### config.mk
export PLATFORM = sky130hd
export DESIGN_NAME = updown_panel_setting_counter
export DESIGN_NICKNAME = d
export VERILOG_FILES = /design/src/logic/panel_pkg.sv /design/src/logic/updown_panel_setting_counter.sv /design/src/logic/button_conditioner.sv
export SDC_FILE = /design/constraint.sdc
export NUM_CORES = 1
export LEC_CHECK = 0
export ABC_AREA = 0
export BUFFER_PORTS_ARGS = -buffer_cell sky130_fd_sc_hd__buf_2
export CAP_MARGIN = 20
export CORE_ASPECT_RATIO = 2
export CORE_MARGIN = 4
export CORE_UTILIZATION = 65
export DETAILED_ROUTE_END_ITERATION = 10
export GPL_TIMING_DRIVEN = 1
export PLACE_DENSITY = 0.83
export SETUP_SLACK_MARGIN = 0.05
export SYNTH_ARGS = -nofsm -noshare
export SYNTH_HDL_FRONTEND = slang
export SYNTH_SLANG_ARGS = --single-unit
### constraint.sdc
create_clock -name ref_clk -period 9.9 [get_ports ref_clk]
set_input_delay 0.99 -clock ref_clk [delete_from_list [all_inputs] [get_ports ref_clk]]
set_output_delay 0.99 -clock ref_clk [all_outputs]
set_load 0.03 [all_outputs]
### src/logic/panel_pkg.sv
// Constants and helpers shared by the front-panel setting counter
package panel_pkg;

   // ------------------------------------------------------------
   // Clock and timing
   // ------------------------------------------------------------
   localparam int CLK_HZ          = 200_000_000;
   localparam int CYC_PER_MS      = CLK_HZ / 1000;
   localparam int DEBOUNCE_MS     = 10;
   localparam int FAST_HOLD_MS    = 1000;
   localparam int GEAR_HOLD_MS    = 4000;
   localparam int FAST_PERIOD_MS  = 100;
   localparam int GEAR_PERIOD_MS  = 20;

   localparam logic [31:0] DEBOUNCE_CYC    = 32'(DEBOUNCE_MS * CYC_PER_MS);
   localparam logic [31:0] FAST_HOLD_CYC   = 32'(FAST_HOLD_MS * CYC_PER_MS);
   localparam logic [31:0] GEAR_HOLD_CYC   = 32'(GEAR_HOLD_MS * CYC_PER_MS);
   localparam logic [31:0] FAST_PERIOD_CYC = 32'(FAST_PERIOD_MS * CYC_PER_MS);
   localparam logic [31:0] GEAR_PERIOD_CYC = 32'(GEAR_PERIOD_MS * CYC_PER_MS);

   // ------------------------------------------------------------
   // Setting values, four BCD digits
   // ------------------------------------------------------------
   localparam logic [15:0] SETTING_RST  = 16'h0000;
   localparam logic [15:0] SETTING_MAX  = 16'h9999;
   localparam logic [3:0]  DIGIT_MAX    = 4'h9;
   localparam int          DIGITS       = 4;

   // ------------------------------------------------------------
   // Button state machine, Gray ring
   // ------------------------------------------------------------
   typedef enum logic [1:0] {
      S_IDLE = 2'b00,
      S_UP   = 2'b01,
      S_BOTH = 2'b11,
      S_DN   = 2'b10
   } btn_state_t;

   // One count up or down with digit carry and borrow; wraps both ends
   function automatic logic [15:0] bcd_step(input logic [15:0] v,
                                            input logic        up);
      logic [15:0] r;
      logic        c;
      r = v;
      c = 1'b1;
      for (int i = 0; i < DIGITS; i++) begin
         if (c) begin
            if (up) begin
               if (v[4*i +: 4] >= DIGIT_MAX) begin
                  r[4*i +: 4] = 4'h0;
               end else begin
                  r[4*i +: 4] = v[4*i +: 4] + 4'h1;
                  c = 1'b0;
               end
            end else begin
               if (v[4*i +: 4] == 4'h0) begin
                  r[4*i +: 4] = DIGIT_MAX;
               end else begin
                  r[4*i +: 4] = v[4*i +: 4] - 4'h1;
                  c = 1'b0;
               end
            end
         end
      end
      return r;
   endfunction : bcd_step

   function automatic logic bcd_valid(input logic [15:0] v);
      logic ok;
      ok = 1'b1;
      for (int i = 0; i < DIGITS; i++) begin
         if (v[4*i +: 4] > DIGIT_MAX) begin
            ok = 1'b0;
         end
      end
      return ok;
   endfunction : bcd_valid

endpackage : panel_pkg

### src/logic/updown_panel_setting_counter.sv
// Up/down pushbutton setting register, four BCD digits
//
// Behaviour
// - Short-press steps happen on button release, not press; repeat steps come while held
// - Short up press and release adds one
// - Short down press and release subtracts one
// - About one second held starts fast repeat
// - Beyond four seconds held, repeat goes faster
// - Wrap 9.999 to 0.000 and back
// - Both buttons together clear to zero
// - Release order after clear may step once
// - Value kept by battery, restored at power-up
`timescale 1ns/1ps
module updown_panel_setting_counter
   import panel_pkg::*;
#(
   parameter logic [31:0] DEB_CYC     = DEBOUNCE_CYC,
   parameter logic [31:0] HOLD1_CYC   = FAST_HOLD_CYC,
   parameter logic [31:0] HOLD2_CYC   = GEAR_HOLD_CYC,
   parameter logic [31:0] PERIOD1_CYC = FAST_PERIOD_CYC,
   parameter logic [31:0] PERIOD2_CYC = GEAR_PERIOD_CYC
) (
   // Clock and reset
   input  wire logic        ref_clk,
   input  wire logic        rst,
   // Panel pushbuttons, raw pins, high while pressed
   input  wire logic        up_btn,
   input  wire logic        dn_btn,
   // Battery-backed store of the last setting
   input  wire logic        bak_valid,
   input  wire logic [15:0] bak_bcd,
   // Setting towards the analog level circuitry
   output logic      [15:0] setting_bcd,
   output logic             changed
);

   // ------------------------------------------------------------
   // Button conditioning
   // ------------------------------------------------------------
   logic up_db;
   logic dn_db;

   button_conditioner #(.DEB_CYC(DEB_CYC)) u_up_cond (
      .ref_clk   (ref_clk),
      .rst       (rst),
      .btn_raw   (up_btn),
      .btn_clean (up_db)
   );

   button_conditioner #(.DEB_CYC(DEB_CYC)) u_dn_cond (
      .ref_clk   (ref_clk),
      .rst       (rst),
      .btn_raw   (dn_btn),
      .btn_clean (dn_db)
   );

   // ------------------------------------------------------------
   // State
   // ------------------------------------------------------------
   btn_state_t  state_q;
   btn_state_t  state_d;
   logic [15:0] setting_q;
   logic [15:0] setting_d;
   logic [31:0] hold_q;
   logic [31:0] hold_d;
   logic [31:0] rep_q;
   logic [31:0] rep_d;
   logic        load_q;
   logic        changed_q;
   logic        changed_d;
   logic        step_en;
   logic        step_up;
   logic        repeating;
   logic [31:0] period;

   assign repeating = (hold_q >= HOLD1_CYC);
   assign period    = (hold_q >= HOLD2_CYC) ? PERIOD2_CYC
                                            : PERIOD1_CYC;

   // ------------------------------------------------------------
   // Next-state logic
   // ------------------------------------------------------------
   // The hold counter saturates at the gear point so it never wraps
   // back into single-step behaviour during a very long hold.
   always_comb begin
      state_d   = state_q;
      hold_d    = hold_q;
      rep_d     = rep_q;
      step_en   = 1'b0;
      step_up   = 1'b1;
      setting_d = setting_q;
      changed_d = 1'b0;
      case (state_q)
         S_IDLE: begin
            hold_d = 32'h0;
            rep_d  = 32'h0;
            if (up_db && dn_db) begin
               state_d = S_BOTH;
            end else if (up_db) begin
               state_d = S_UP;
            end else if (dn_db) begin
               state_d = S_DN;
            end
         end
         S_UP, S_DN: begin
            step_up = (state_q == S_UP);
            if (up_db && dn_db) begin
               state_d = S_BOTH;
            end else if ((step_up && up_db) || (!step_up && dn_db)) begin
               if (hold_q < HOLD2_CYC) begin
                  hold_d = hold_q + 32'h1;
               end
               if (repeating) begin
                  step_en = (rep_q == 32'h0);
                  rep_d   = (rep_q >= period - 32'h1) ? 32'h0
                                                      : rep_q + 32'h1;
               end
            end else begin
               // Released: a short press counts once, a repeat does not
               state_d = S_IDLE;
               hold_d  = 32'h0;
               rep_d   = 32'h0;
               step_en = !repeating;
            end
         end
         S_BOTH: begin
            hold_d = 32'h0;
            rep_d  = 32'h0;
            if (up_db && !dn_db) begin
               state_d = S_UP;
            end else if (dn_db && !up_db) begin
               state_d = S_DN;
            end else if (!up_db && !dn_db) begin
               state_d = S_IDLE;
            end
         end
         default: begin
            state_d = S_IDLE;
            hold_d  = 32'h0;
            rep_d   = 32'h0;
         end
      endcase

      if (load_q) begin
         // Invalid backup contents fall back to zero
         setting_d = (bak_valid && bcd_valid(bak_bcd)) ? bak_bcd
                                                      : SETTING_RST;
      end else if (state_d == S_BOTH) begin
         setting_d = SETTING_RST;
      end else if (step_en) begin
         setting_d = bcd_step(setting_q, step_up);
      end
      changed_d = (setting_d != setting_q);
   end

   // ------------------------------------------------------------
   // Registers
   // ------------------------------------------------------------
   always_ff @(posedge ref_clk or posedge rst) begin
      if (rst) begin
         state_q   <= S_IDLE;
         setting_q <= SETTING_RST;
         hold_q    <= 32'h0;
         rep_q     <= 32'h0;
         load_q    <= 1'b1;
         changed_q <= 1'b0;
      end else begin
         state_q   <= state_d;
         setting_q <= setting_d;
         hold_q    <= hold_d;
         rep_q     <= rep_d;
         load_q    <= 1'b0;
         changed_q <= changed_d;
      end
   end

   assign setting_bcd = setting_q;
   assign changed     = changed_q;
endmodule : updown_panel_setting_counter

### src/logic/button_conditioner.sv
// Two-flop synchroniser and debouncer for one panel pushbutton
`timescale 1ns/1ps
module button_conditioner
   import panel_pkg::*;
#(
   parameter logic [31:0] DEB_CYC = DEBOUNCE_CYC
) (
   // Clock and reset
   input  wire logic ref_clk,
   input  wire logic rst,
   // Raw pin and clean level
   input  wire logic btn_raw,
   output logic      btn_clean
);

   logic        sync1_q;
   logic        sync2_q;
   logic        db_q;
   logic        db_d;
   logic [31:0] cnt_q;
   logic [31:0] cnt_d;

   // ------------------------------------------------------------
   // Debounce: level must stay put for the full count
   // ------------------------------------------------------------
   always_comb begin
      db_d  = db_q;
      cnt_d = 32'h0;
      if (sync2_q != db_q) begin
         if (cnt_q >= DEB_CYC - 32'h1) begin
            db_d = sync2_q;
         end else begin
            cnt_d = cnt_q + 32'h1;
         end
      end
   end

   always_ff @(posedge ref_clk or posedge rst) begin
      if (rst) begin
         sync1_q <= 1'b0;
         sync2_q <= 1'b0;
         db_q    <= 1'b0;
         cnt_q   <= 32'h0;
      end else begin
         sync1_q <= btn_raw;
         sync2_q <= sync1_q;
         db_q    <= db_d;
         cnt_q   <= cnt_d;
      end
   end

   assign btn_clean = db_q;
endmodule : button_conditioner

==> key figures, run 1 <==
Synthesis
  • Mean Syn Cell Area: 8.87 sq um
  • Ys async rst share: 100%
  • Synth Area in Compound Gates: 14.7%
  • Synth Area in Simple Gates: 25.8%
  • Sequential share of the synthesized area: 44.0%
  • Number of enable flip-flop cells after synthesis: 0
  • Largest family of logic cells by synthesized area: simple AND/OR/NAND/NOR gates
  • Most used DFF post-synth: dfrtp_1
  • Synthesized instance count: 988
  • Synth warn: 0
  • Netlist cell types: 71
  • Multiplexer share of the synthesized area: 1.30%
  • Synth Area in XOR/XNOR: roughly 7%
  • Synth Area in Adders: under 10%
  • Yosys reg bits: 154
  • Synthesized area: 8760 sq um

Die
  • Initial Util: 66.7%
  • Die Y: 172 microns
  • CORE AREA: 13,100 sq um
  • # rows: 59
  • Die area: between 15,000 and 20,000 sq um
  • Die Span X: 90.1 microns
  • Num ports: 38

STA
  • Relative slew slack: 33.8%
  • Min setup slack post-route: 6.15 ns
  • Clock skew: 0.00936 ns
  • Tightest Pin Transition: 0.990 ns
  • Max Slew Vio Count: 0
  • Fmax: 0.266 GHz
  • RSZ-0062 raised after global routing: false
  • # setup viols final: 0
  • Final setup TNS: 0 ns
  • Part of the cycle the worst path needs: ~38%
  • Final Hold Fails: 0
  • Minimum clock period: 3.75 ns

Drt
  • Vias: around 7,700
  • DRC violations left: 0
  • Routed wire length per instance: 17.9 microns
  • WL final: 21.5 mm
  • First-pass detailed-route iteration total: 7
  • Routed Antenna Nets: 0
  • Vias per inst: between 6 and 7
  • Initial DRC count: around 520

Global route
  • Met2 global-route usage: 55.5%
  • Met3 usage: 4.40%
  • Number of global-route vias before repair: ~8,000
  • Initial antenna violation count: 0
  • Gr usage total: 29.1%
  • M1 GR Usage: 27.9%
  • First-pass GRT wire length: 36.5 mm
  • Busiest grt layer: met2
  • Pin count of the biggest net entering global routing: 88
  • GRT overflow: 0

CTS
  • Root Driver: clkbuf_16
  • PostCTS Resize Cnt: 0
  • CTS sink cnt: 154
  • CTS Buffer Depth: 2
  • Worst-Skew Late Latency: a little over 0.4 ns
  • H-Tree Depth: 4
  • TritonCTS clock tree: done
  • Post-CTS setup buffers: 0
  • CTS Buf Count: 17
  • Clock transition at path regs: 0.06 ns
  • Hold-fix buffers at CTS: 0

Worst hold path
  • Hold path start: u_up_cond.sync1_q$_DFF_PP0_
  • HP Class: reg2reg

Pwr
  • Flop pwr share: 37.3%
  • Clock Power Share: about a third
  • Pwr Density: between 150 and 200 nW/um^2
  • Leak Pwr: around 4.2 nW
  • Peak supply drop: 0.156 mV
  • Switching power: approximately 0.68 mW
  • Total Power: 1.89 mW
  • Sw frac: 35.9%
  • Internal: 1.21 mW
  • Comb pwr share: 28.5%

Final layout
  • Most common cell after layout, fill and taps aside: dfrtp_1
  • Final instance area: 9700 sq um
  • Area growth, synth to finish: 10.8%
  • Fill count: slightly below 1,000
  • Commonest non-fill, non-tap cells in the layout: 153 x dfrtp_1, 143 x nor2_1, 89 x nand2_1
  • Share of cells above drive strength 1: 9.44%
  • Layout Nets: 1,084
  • Antenna Cells: 0

Setup path
  • WS Path Type: reg2reg
  • Critical Path AT: 4.01 ns
  • CP Max Fanout: 15
  • Worst r2r src: hold_q[13]$_DFFE_PP0P_
  • Crit path launch type: flop
  • Worst setup EP type: flop
  • Critical Path Start: hold_q[13]$_DFFE_PP0P_
  • Critical Path RT: roughly 10 ns

Status
  • Status: finished clean

Place
  • Routability cong.: 0.973
  • HPWL after DPL: 15.1 mm
  • Pre-CTS setup slack: 6.17 ns
  • Area post-placement: 9120 sq um
  • Buffers on Ports: 37

Run
  • Max Cap Viol: 0
-- Yosys cell counts, types with 23 or more instances --
master / n / area (sq um)
dfrtp_1: 153 / 3830
nor2_1: 143 / 537
nand2_1: 89 / 334
nand3_1: 57 / 285
a21oi_1: 56 / 280
o21ai_0: 46 / 230
xor2_1: 41 / 359
inv_1: 38 / 143
xnor2_1: 29 / 254
nand4_1: 28 / 175
ha_1: 27 / 338
clkbuf_1: 23 / 86.3
nor3_1: 23 / 115
-- kinds of logic (layout without fill, tap and decap cells) --
kind of cell / count (synthesis) / count (layout)
XOR/XNOR: 70 / 70
AO/OA/AOI/OAI: 201 / 201
other: 1 / 23
AND/OR/NAND/NOR: 453 / 453
multiplexers: 9 / 9
adder cells (fa/ha/maj): 27 / 27
buffers and inverters: 73 / 112
flip-flops: 154 / 154
-- per-stage QoR --
step                      cells  hold WS, ns  util (%)
after floorplan            1010        0.331         -
after global placement     1169        0.334      69.4
after detailed placement   1169        0.339      69.4
after CTS                  1201        0.352      73.8
after global routing       1201        0.358      73.8
final                      1201        0.351      73.8
-- worst paths after layout --
kind / to / slack [ns] / cells past startpoint
worst max-delay path: rep_q[27]$_DFFE_PP0P_ / 6.15 / 11
worst max register to register: rep_q[27]$_DFFE_PP0P_ / 6.15 / 11
worst min-delay path: u_up_cond.sync2_q$_DFF_PP0_ / 0.35 / 0
worst min register to register: u_up_cond.sync2_q$_DFF_PP0_ / 0.35 / 0
min in group asynchronous: u_dn_cond.cnt_q[16]$_DFF_PP0_ / 0.73 / 2
max in group asynchronous: u_up_cond.cnt_q[12]$_DFF_PP0_ / 7.83 / 3
-- worst max-delay path: stages, from the launching register on --
cell and delay, ns:
dfrtp_1 0.43, nor3_1 0.25, a21oi_1 0.09, o21ai_0 0.30
a21oi_1 0.17, or2_2 0.36, ha_1 0.31, inv_1 0.04
nor4_1 0.33, a31o_2 0.34, nor2b_1 0.82, nor2_1 0.15
-- final cells by class --
cell class                 instances  area (sq um)  share of cell area (%)
clock buffer                      20           447                    4.60
multi-input combinational        783          4700                    48.5
sequential                       154          3850                    39.7
tap                              152           190                    1.96
clock inverter                    12           139                    1.43
inverter                          38           148                    1.52
timing repair buffer              42           223                    2.30
-- sequential cells by signal, indices dropped and copies added, names as in the netlist --
register	count
changed	1
rep_q	32
u_up_cond.cnt_q	32
u_dn_cond.sync1_q	1
setting_bcd	16
u_up_cond.sync1_q	1
u_dn_cond.cnt_q	32
u_dn_cond.sync2_q	1
u_up_cond.sync2_q	1
state_q	2
hold_q	32
load_q	1
u_dn_cond.btn_clean	1
u_up_cond.btn_clean	1
-- power groups by stage --
stage          clock network [mW]  registers [mW]  logic, mW
4_1_cts                     0.653           0.702      0.533
3_3_place_gp                    0           0.711      0.522
2_1_floorplan                   0           0.714      0.397
5_1_grt                     0.683           0.707      0.595
6_report                    0.645           0.704      0.538
3_5_place_dp                    0           0.713      0.528
-- layer usage --
layer | routed length [microns] | part of all wire (%)
met3 | 837 | 3.9
met5 | 0 | 0
met1 | 7310 | 34
met4 | 1510 | 7.0
met2 | 11800 | 55
Note: power is estimated with default switching activity, not from simulation.
==> run 2: changes to the inputs <==
Settings changed: ABC_AREA 0 to 1, CORE_UTILIZATION 65 to 62, PLACE_DENSITY 0.83 to 0.8.
Clock period 9.9 ns to 3.7 ns, I/O delays scaled along.
==> key figures, run 2 <==
Status
  • Status: finished clean (unchanged)

Synthesis
  • Most used DFF post-synth: dfrtp_1 (unchanged)
  • Ys async rst share: 100% (unchanged)
  • Synthesized instance count: 1,176 (was 988)
  • Synth warn: 0 (unchanged)
  • Commonest cells in the netlist: 281 x nand2_1, 153 x dfrtp_1, 147 x nor2_1, 139 x inv_1, 94 x nand3_1 (was 153 x dfrtp_1, 143 x nor2_1, 89 x nand2_1, 57 x nand3_1, 56 x a21oi_1)
  • Share of the synthesized area in the top cell type: 43.0% (was 43.7%)
  • Mean Syn Cell Area: 7.57 sq um (was 8.87 sq um)
  • Most common cell in the netlist: nand2_1 (was dfrtp_1)
  • Netlist cell types: 53 (was 71)
  • Yosys reg bits: 154 (unchanged)
  • Number of enable flip-flop cells after synthesis: 0 (unchanged)
  • Sequential share of the synthesized area: 43.3% (was 44.0%)
  • Largest area contributor in the netlist: dfrtp_1 (unchanged)
  • Synthesized area: 8900 sq um (was 8760 sq um)
  • Top cells by area, synth: dfrtp_1 43%, nand2_1 12%, nor2_1 6.2%, inv_1 5.9%, nand3_1 5.3% (was dfrtp_1 44%, nor2_1 6.1%, xor2_1 4.1%, ha_1 3.9%, nand2_1 3.8%)

Die
  • Die area: 16,400 sq um (was 15,500 sq um)
  • Num ports: 38 (unchanged)
  • Die Y: 177 microns (was 172 microns)
  • Die Span X: 92.7 microns (was 90.1 microns)
  • CORE AREA: 14,000 sq um (was 13,100 sq um)
  • # rows: 61 (was 59)
  • Initial Util: 63.7% (was 66.7%)

Drt
  • Routed wire length per instance: 13.8 microns (was 17.9 microns)
  • Vias per inst: 5.48 (was 6.43)
  • WL final: 20.0 mm (was 21.5 mm)
  • Routed Antenna Nets: 0 (unchanged)
  • Vias: 7,931 (was 7,723)
  • DRC violations left: 0 (unchanged)
  • Initial DRC count: 419 (was 524)
  • First-pass detailed-route iteration total: 5 (was 7)

Setup path
  • Crit path launch type: flop (unchanged)
  • Worst stage delay on the critical path: 0.41 ns (was 0.82 ns)
  • Critical Path AT: 3.62 ns (was 4.01 ns)
  • Worst setup EP type: flop (unchanged)
  • CP cell instances: nand2_1 > nor4_2 > nand3_1 > nand3_2 > inv_1 > ha_1 > a21oi_1 > o21ai_0 > nand2_1 > nand2_1 > a2111oi_0 > nand2_1 > nor2_1 > inv_1 > o21ai_0 (was nor3_1 > a21oi_1 > o21ai_0 > a21oi_1 > or2_2 > ha_1 > inv_1 > nor4_1 > a31o_2 > nor2b_1 > nor2_1)
  • Reg2reg path depth: 15 (was 11)
  • CP max stage cell: a2111oi_0 (was nor2b_1)
  • Critical Path RT: 4.05 ns (was 10.15 ns)
  • Worst r2r src: hold_q[27]$_DFFE_PP0P_ (was hold_q[13]$_DFFE_PP0P_)
  • Flop2flop setup slack: 0.43 ns (was 6.15 ns)
  • R2R Path End: rep_q[6]$_DFFE_PP0P_ (was rep_q[27]$_DFFE_PP0P_)
  • WS Path Type: reg2reg (unchanged)
  • CP Max Fanout: 6 (was 15)
  • Top cell by count, worst path: nand2_1 (was a21oi_1)

Final layout
  • Most common cell after layout, fill and taps aside: nand2_1 (was dfrtp_1)
  • Area growth, synth to finish: 12.3% (was 10.8%)
  • Layout Nets: 1,294 (was 1,084)
  • Commonest non-fill, non-tap cells in the layout: 281 x nand2_1, 153 x dfrtp_1, 147 x nor2_1 (was 153 x dfrtp_1, 143 x nor2_1, 89 x nand2_1)
  • Share of cells above drive strength 1: 9.61% (was 9.44%)
  • Final instance area: 10000 sq um (was 9700 sq um)
  • Antenna Cells: 0 (unchanged)

Place
  • Pre-CTS setup slack: 0.291 ns (was 6.17 ns)
  • Area post-placement: 9390 sq um (was 9120 sq um)
  • Routability cong.: 0.955 (was 0.973)
  • HPWL after DPL: 14.5 mm (was 15.1 mm)
  • Buffers on Ports: 37 (unchanged)

STA
  • Tightest Pin Transition: 0.795 ns (was 0.990 ns)
  • Max Slew Vio Count: 0 (unchanged)
  • Fmax: 0.306 GHz (was 0.266 GHz)
  • Final Hold Fails: 0 (unchanged)
  • # setup viols final: 0 (unchanged)
  • Relative slew slack: 47.0% (was 33.8%)
  • RSZ-0062 raised after global routing: false (unchanged)
  • Part of the cycle the worst path needs: 88.4% (was 37.9%)
  • Final setup TNS: 0 ns (unchanged)
  • Minimum clock period: 3.27 ns (was 3.75 ns)
  • Clock skew: 0.0128 ns (was 0.00936 ns)
  • Min setup slack post-route: 0.430 ns (was 6.15 ns)

CTS
  • TritonCTS clock tree: done (unchanged)
  • Hold-fix buffers at CTS: 0 (unchanged)
  • Worst-Skew Late Latency: 0.43 ns (was 0.41 ns)
  • PostCTS Resize Cnt: 0 (unchanged)
  • Clock transition at path regs: 0.07 ns (was 0.06 ns)
  • CTS sink cnt: 154 (unchanged)
  • CTS Buf Count: 17 (unchanged)
  • Root Driver: clkbuf_16 (unchanged)
  • H-Tree Depth: 4 (unchanged)
  • CTS Buffer Depth: 2 (unchanged)
  • Post-CTS setup buffers: 0 (unchanged)

Global route
  • Initial antenna violation count: 0 (unchanged)
  • Number of global-route vias before repair: 7,845 (was 7,943)
  • First-pass GRT wire length: 34.6 mm (was 36.5 mm)
  • Pin count of the biggest net entering global routing: 155 (was 88)
  • GRT overflow: 0 (unchanged)
  • Gr usage total: 26.0% (was 29.1%)

Worst hold path
  • Worst Hold Depth: 1 (was 0)
  • HP Class: in2reg (was reg2reg)
  • Worst hold endpoint: u_up_cond.sync1_q$_DFF_PP0_ (was u_up_cond.sync2_q$_DFF_PP0_)
  • Hold path start: up_btn (was u_up_cond.sync1_q$_DFF_PP0_)

Pwr
  • Pwr Density: 538 nW/um^2 (was 194 nW/um^2)
  • Leak Pwr: 4.74 nW (was 4.17 nW)
  • Peak supply drop: 0.381 mV (was 0.156 mV)

Run
  • Max Cap Viol: 0 (unchanged)
[run 2: cell types whose count changed after synthesis, sizes merged, moves of 17 or more]
cell   previous run  this run
nand2            89       287
a21o             17         0
nand3            58       101
xnor2            29         4
inv              38       147
and3             17         0
nor3             24        42
[run 2: worst max-delay path by stage]
stage                                       from                    end  slack [ns]
final                     hold_q[27]$_DFFE_PP0P_   rep_q[6]$_DFFE_PP0P_        0.43
after global routing      hold_q[27]$_DFFE_PP0P_  rep_q[16]$_DFFE_PP0P_        0.14
after CTS                 hold_q[24]$_DFFE_PP0P_  rep_q[16]$_DFFE_PP0P_        0.28
after detailed placement  hold_q[24]$_DFFE_PP0P_  rep_q[16]$_DFFE_PP0P_        0.29
after global placement    hold_q[24]$_DFFE_PP0P_  rep_q[14]$_DFFE_PP0P_        0.44
after floorplan           hold_q[24]$_DFFE_PP0P_  rep_q[14]$_DFFE_PP0P_        0.88
[run 2: area by class of cell]
cell class	instances	area (sq um)
clock inverter	14	161
clock buffer	18	439
timing repair buffer	44	250
fill	1169	3970
multi-input combinational	878	4480
sequential	154	3850
inverter	151	571
tap	189	236
[run 2: routing by layer]
layer | track usage (%) | vias up | wire length (microns)
met5 | 0 | - | 0
met4 | 12.0 | 0 | 644
met3 | 4.03 | 50 | 694
met2 | 48.8 | 222 | 11100
met1 | 28.1 | 3678 | 7500
li1 | - | 3981 | -
[run 2: cell families after synthesis]
| group | after synthesis | synth area share (%) |
|---|---|---|
| AOI/OAI and AO/OA | 155 | 10.4 |
| and+or+nand+nor | 640 | 31.8 |
| buffers and inverters | 166 | 7.34 |
| adders and majority gates | 27 | 3.80 |
| xor gates and xnor gates | 33 | 3.25 |
| other | 1 | 0.0421 |
| DFF | 154 | 43.3 |
[run 2: power breakdown]
| part | total [mW] | switching [mW] | internal, mW | leakage (nW) |
|---|---|---|---|---|
| logic | 1.74 | 1.21 | 0.528 | 2.38 |
| registers | 1.88 | 0.107 | 1.77 | 2.07 |
| clock network | 1.77 | 0.735 | 1.03 | 0.296 |
[run 2: stage by stage]
| stage | std cells | utilization (%) | hold slack, ns | power (mW) |
|---|---|---|---|---|
| floorplan | 1198 | - | 0.331 | 3.21 |
| global placement | 1416 | 67.2 | 0.345 | 3.58 |
| detailed placement | 1416 | 67.2 | 0.344 | 3.61 |
| CTS | 1448 | 71.5 | 0.0424 | 5.40 |
| global route | 1448 | 71.6 | 0.0390 | 5.73 |
| finish | 1448 | 71.6 | 0.0546 | 5.38 |
[run 2: worst max-delay path, delay by kind of cell (launching register included)]
kind	cells	cell delay (ns)
AO/OA/AOI/OAI	4	0.77
AND/OR/NAND/NOR	8	1.50
flip-flops	1	0.39
adder cells (fa/ha/maj)	1	0.29
buffers and inverters	2	0.25
==> run 3: changes to the inputs <==
==> constraint.sdc (replaced) <==
create_clock -name ref_clk -period 3.7 [get_ports ref_clk]
set_input_delay 0.555 -clock ref_clk [delete_from_list [all_inputs] [get_ports ref_clk]]
set_output_delay 0.555 -clock ref_clk [all_outputs]
set_load 0.03 [all_outputs]
==> key figures, run 3 (synthesis gave the netlist of run 2 again) <==
Die
  • Die Y: 177 microns (unchanged)
  • CORE AREA: 14,000 sq um (unchanged)
  • Die area: 16,400 sq um (unchanged)
  • # rows: 61 (unchanged)
  • Num ports: 38 (unchanged)
  • Initial Util: 63.7% (unchanged)
  • Die Span X: 92.7 microns (unchanged)

CTS
  • H-Tree Depth: 4 (unchanged)
  • Root Driver: clkbuf_16 (unchanged)
  • CTS Buf Count: 17 (unchanged)
  • TritonCTS clock tree: done (unchanged)
  • Hold-fix buffers at CTS: 0 (unchanged)
  • Worst-Skew Late Latency: 0.44 ns (was 0.43 ns)
  • CTS Buffer Depth: 2 (unchanged)
  • PostCTS Resize Cnt: 0 (unchanged)
  • Clock transition at path regs: 0.07 ns (about the same)
  • Post-CTS setup buffers: 0 (unchanged)
  • CTS sink cnt: 154 (unchanged)

Drt
  • DRC violations left: 0 (unchanged)
  • Met1 WL: 7.71 mm (was 7.50 mm)
  • Routed Antenna Nets: 0 (unchanged)
  • WL met2: 11.4 mm (was 11.1 mm)
  • Met3 wire length: 735 microns (was 694 microns)
  • Initial DRC count: 454 (was 419)
  • Vias per inst: 5.53 (was 5.48)
  • WL final: 20.7 mm (was 20.0 mm)
  • Vias: 8,007 (was 7,931)
  • First-pass detailed-route iteration total: 7 (was 5)
  • Highest metal used: met4 (unchanged)
  • Routed wire length per instance: 14.3 microns (was 13.8 microns)

STA
  • Tightest Pin Transition: 0.610 ns (was 0.795 ns)
  • Fmax: 0.299 GHz (was 0.306 GHz)
  • Max Slew Vio Count: 0 (unchanged)
  • # setup viols final: 0 (unchanged)
  • Final Hold Fails: 0 (unchanged)
  • Min setup slack post-route: 0.358 ns (was 0.430 ns)
  • Final setup TNS: 0 ns (unchanged)
  • WHS: 0.181 ns (was 0.0546 ns)
  • Part of the cycle the worst path needs: 90.3% (was 88.4%)
  • Minimum clock period: 3.34 ns (was 3.27 ns)
  • RSZ-0062 raised after global routing: true (was false)
  • Clock skew: 0.0123 ns (was 0.0128 ns)
  • Relative slew slack: 59.3% (was 47.0%)

Setup path
  • WS Path Type: reg2reg (unchanged)
  • Critical Path RT: 4.04 ns (was 4.05 ns)
  • Worst setup EP type: flop (unchanged)
  • Reg2reg path depth: 15 (unchanged)
  • Critical Path AT: 3.69 ns (was 3.62 ns)
  • CP Max Fanout: 6 (unchanged)
  • Crit path launch type: flop (unchanged)

Run
  • Max Cap Viol: 0 (unchanged)

Pwr
  • Leak Pwr: 4.74 nW (about the same)
  • Pwr Density: 538 nW/um^2 (about the same)
  • Peak supply drop: 0.444 mV (was 0.381 mV)
  • Total Power: 5.38 mW (about the same)

Final layout
  • Layout Utilization: 71.6% (about the same)
  • Layout Nets: 1,295 (was 1,294)
  • Commonest non-fill, non-tap cells in the layout: 281 x nand2_1, 153 x dfrtp_1, 147 x nor2_1 (unchanged)
  • Share of cells above drive strength 1: 9.68% (was 9.61%)
  • Most common cell after layout, fill and taps aside: nand2_1 (unchanged)
  • Final cell count without fillers: 1,449 (was 1,448)
  • Antenna Cells: 0 (unchanged)
  • Area growth, synth to finish: 12.4% (was 12.3%)
  • Final instance area: 10000 sq um (about the same)
  • Fill count: 1,118 (was 1,169)
  • Area of the multi-input gates: 4480 sq um (unchanged)
  • Seq. cell area: 3850 sq um (unchanged)

Global route
  • Initial antenna violation count: 0 (unchanged)
  • Number of global-route vias before repair: 8,010 (was 7,845)
  • First-pass GRT wire length: 35.6 mm (was 34.6 mm)
  • GRT overflow: 0 (unchanged)
  • Gr usage total: 26.8% (was 26.0%)
  • Pin count of the biggest net entering global routing: 101 (was 155)

Place
  • Buffers on Ports: 37 (unchanged)
  • Placed cells: 1,417 (was 1,416)
  • Routability cong.: 0.929 (was 0.955)
  • HPWL after DPL: 15.0 mm (was 14.5 mm)
  • Pre-CTS setup slack: 0.306 ns (was 0.291 ns)
  • Area post-placement: 9390 sq um (about the same)

Status
  • Status: finished clean (unchanged)

Worst hold path
  • HP Class: in2async (was in2reg)
-- run 3: cell types whose count changed in the layout (fill, tap and decap cells not counted) --
cell,delta
buf_4,+1
bufinv_16,-1
clkinvlp_4,+1
clkinv_2,-2
clkinv_8,+1
inv_8,+1
-- run 3: worst max-delay path, cell delays in order, from the launching register on --
cell,delay (ns)
dfrtp_1,0.39
nand2_1,0.11
nor4_2,0.40
nand3_1,0.15
nand3_2,0.15
inv_1,0.09
ha_1,0.29
a21oi_1,0.12
o21ai_0,0.11
nand2_1,0.07
nand2_1,0.06
a2111oi_0,0.40
nand2_1,0.26
o21ai_2,0.32
inv_1,0.15
nor3b_1,0.19
-- run 3: cell type report --
type,count,area share (%)
inverters,151,5.71
multi-input cells,878,44.8
repair buffers,45,2.58
clock inverters,14,1.56
clock buffers,18,4.39
flip-flops and latches,154,38.6
well taps,189,2.37
-- run 3: worst paths after layout --
check,start,endpoint,slack [ns]
worst min-delay path,rst,u_dn_cond.cnt_q[11]$_DFF_PP0_,0.18
worst max-delay path,hold_q[26]$_DFFE_PP0P_,rep_q[16]$_DFFE_PP0P_,0.36
worst min register to register,u_dn_cond.sync1_q$_DFF_PP0_,u_dn_cond.sync2_q$_DFF_PP0_,0.35
min in group ref_clk,up_btn,u_up_cond.sync1_q$_DFF_PP0_,0.23
worst max register to register,hold_q[26]$_DFFE_PP0P_,rep_q[16]$_DFFE_PP0P_,0.36
max in group asynchronous,rst,rep_q[18]$_DFFE_PP0P_,2.61
-- run 3: report_power, final --
part           internal [mW]  switching (mW)
registers               1.77           0.106
clock network          0.975           0.782
logic                  0.529            1.22
-- run 3: metal layers --
metal	up-vias	global-route usage, %
met1	3720	28.1
met5	-	0
li1	3984	-
met3	81	4.16
met4	0	14.9
met2	222	49.9
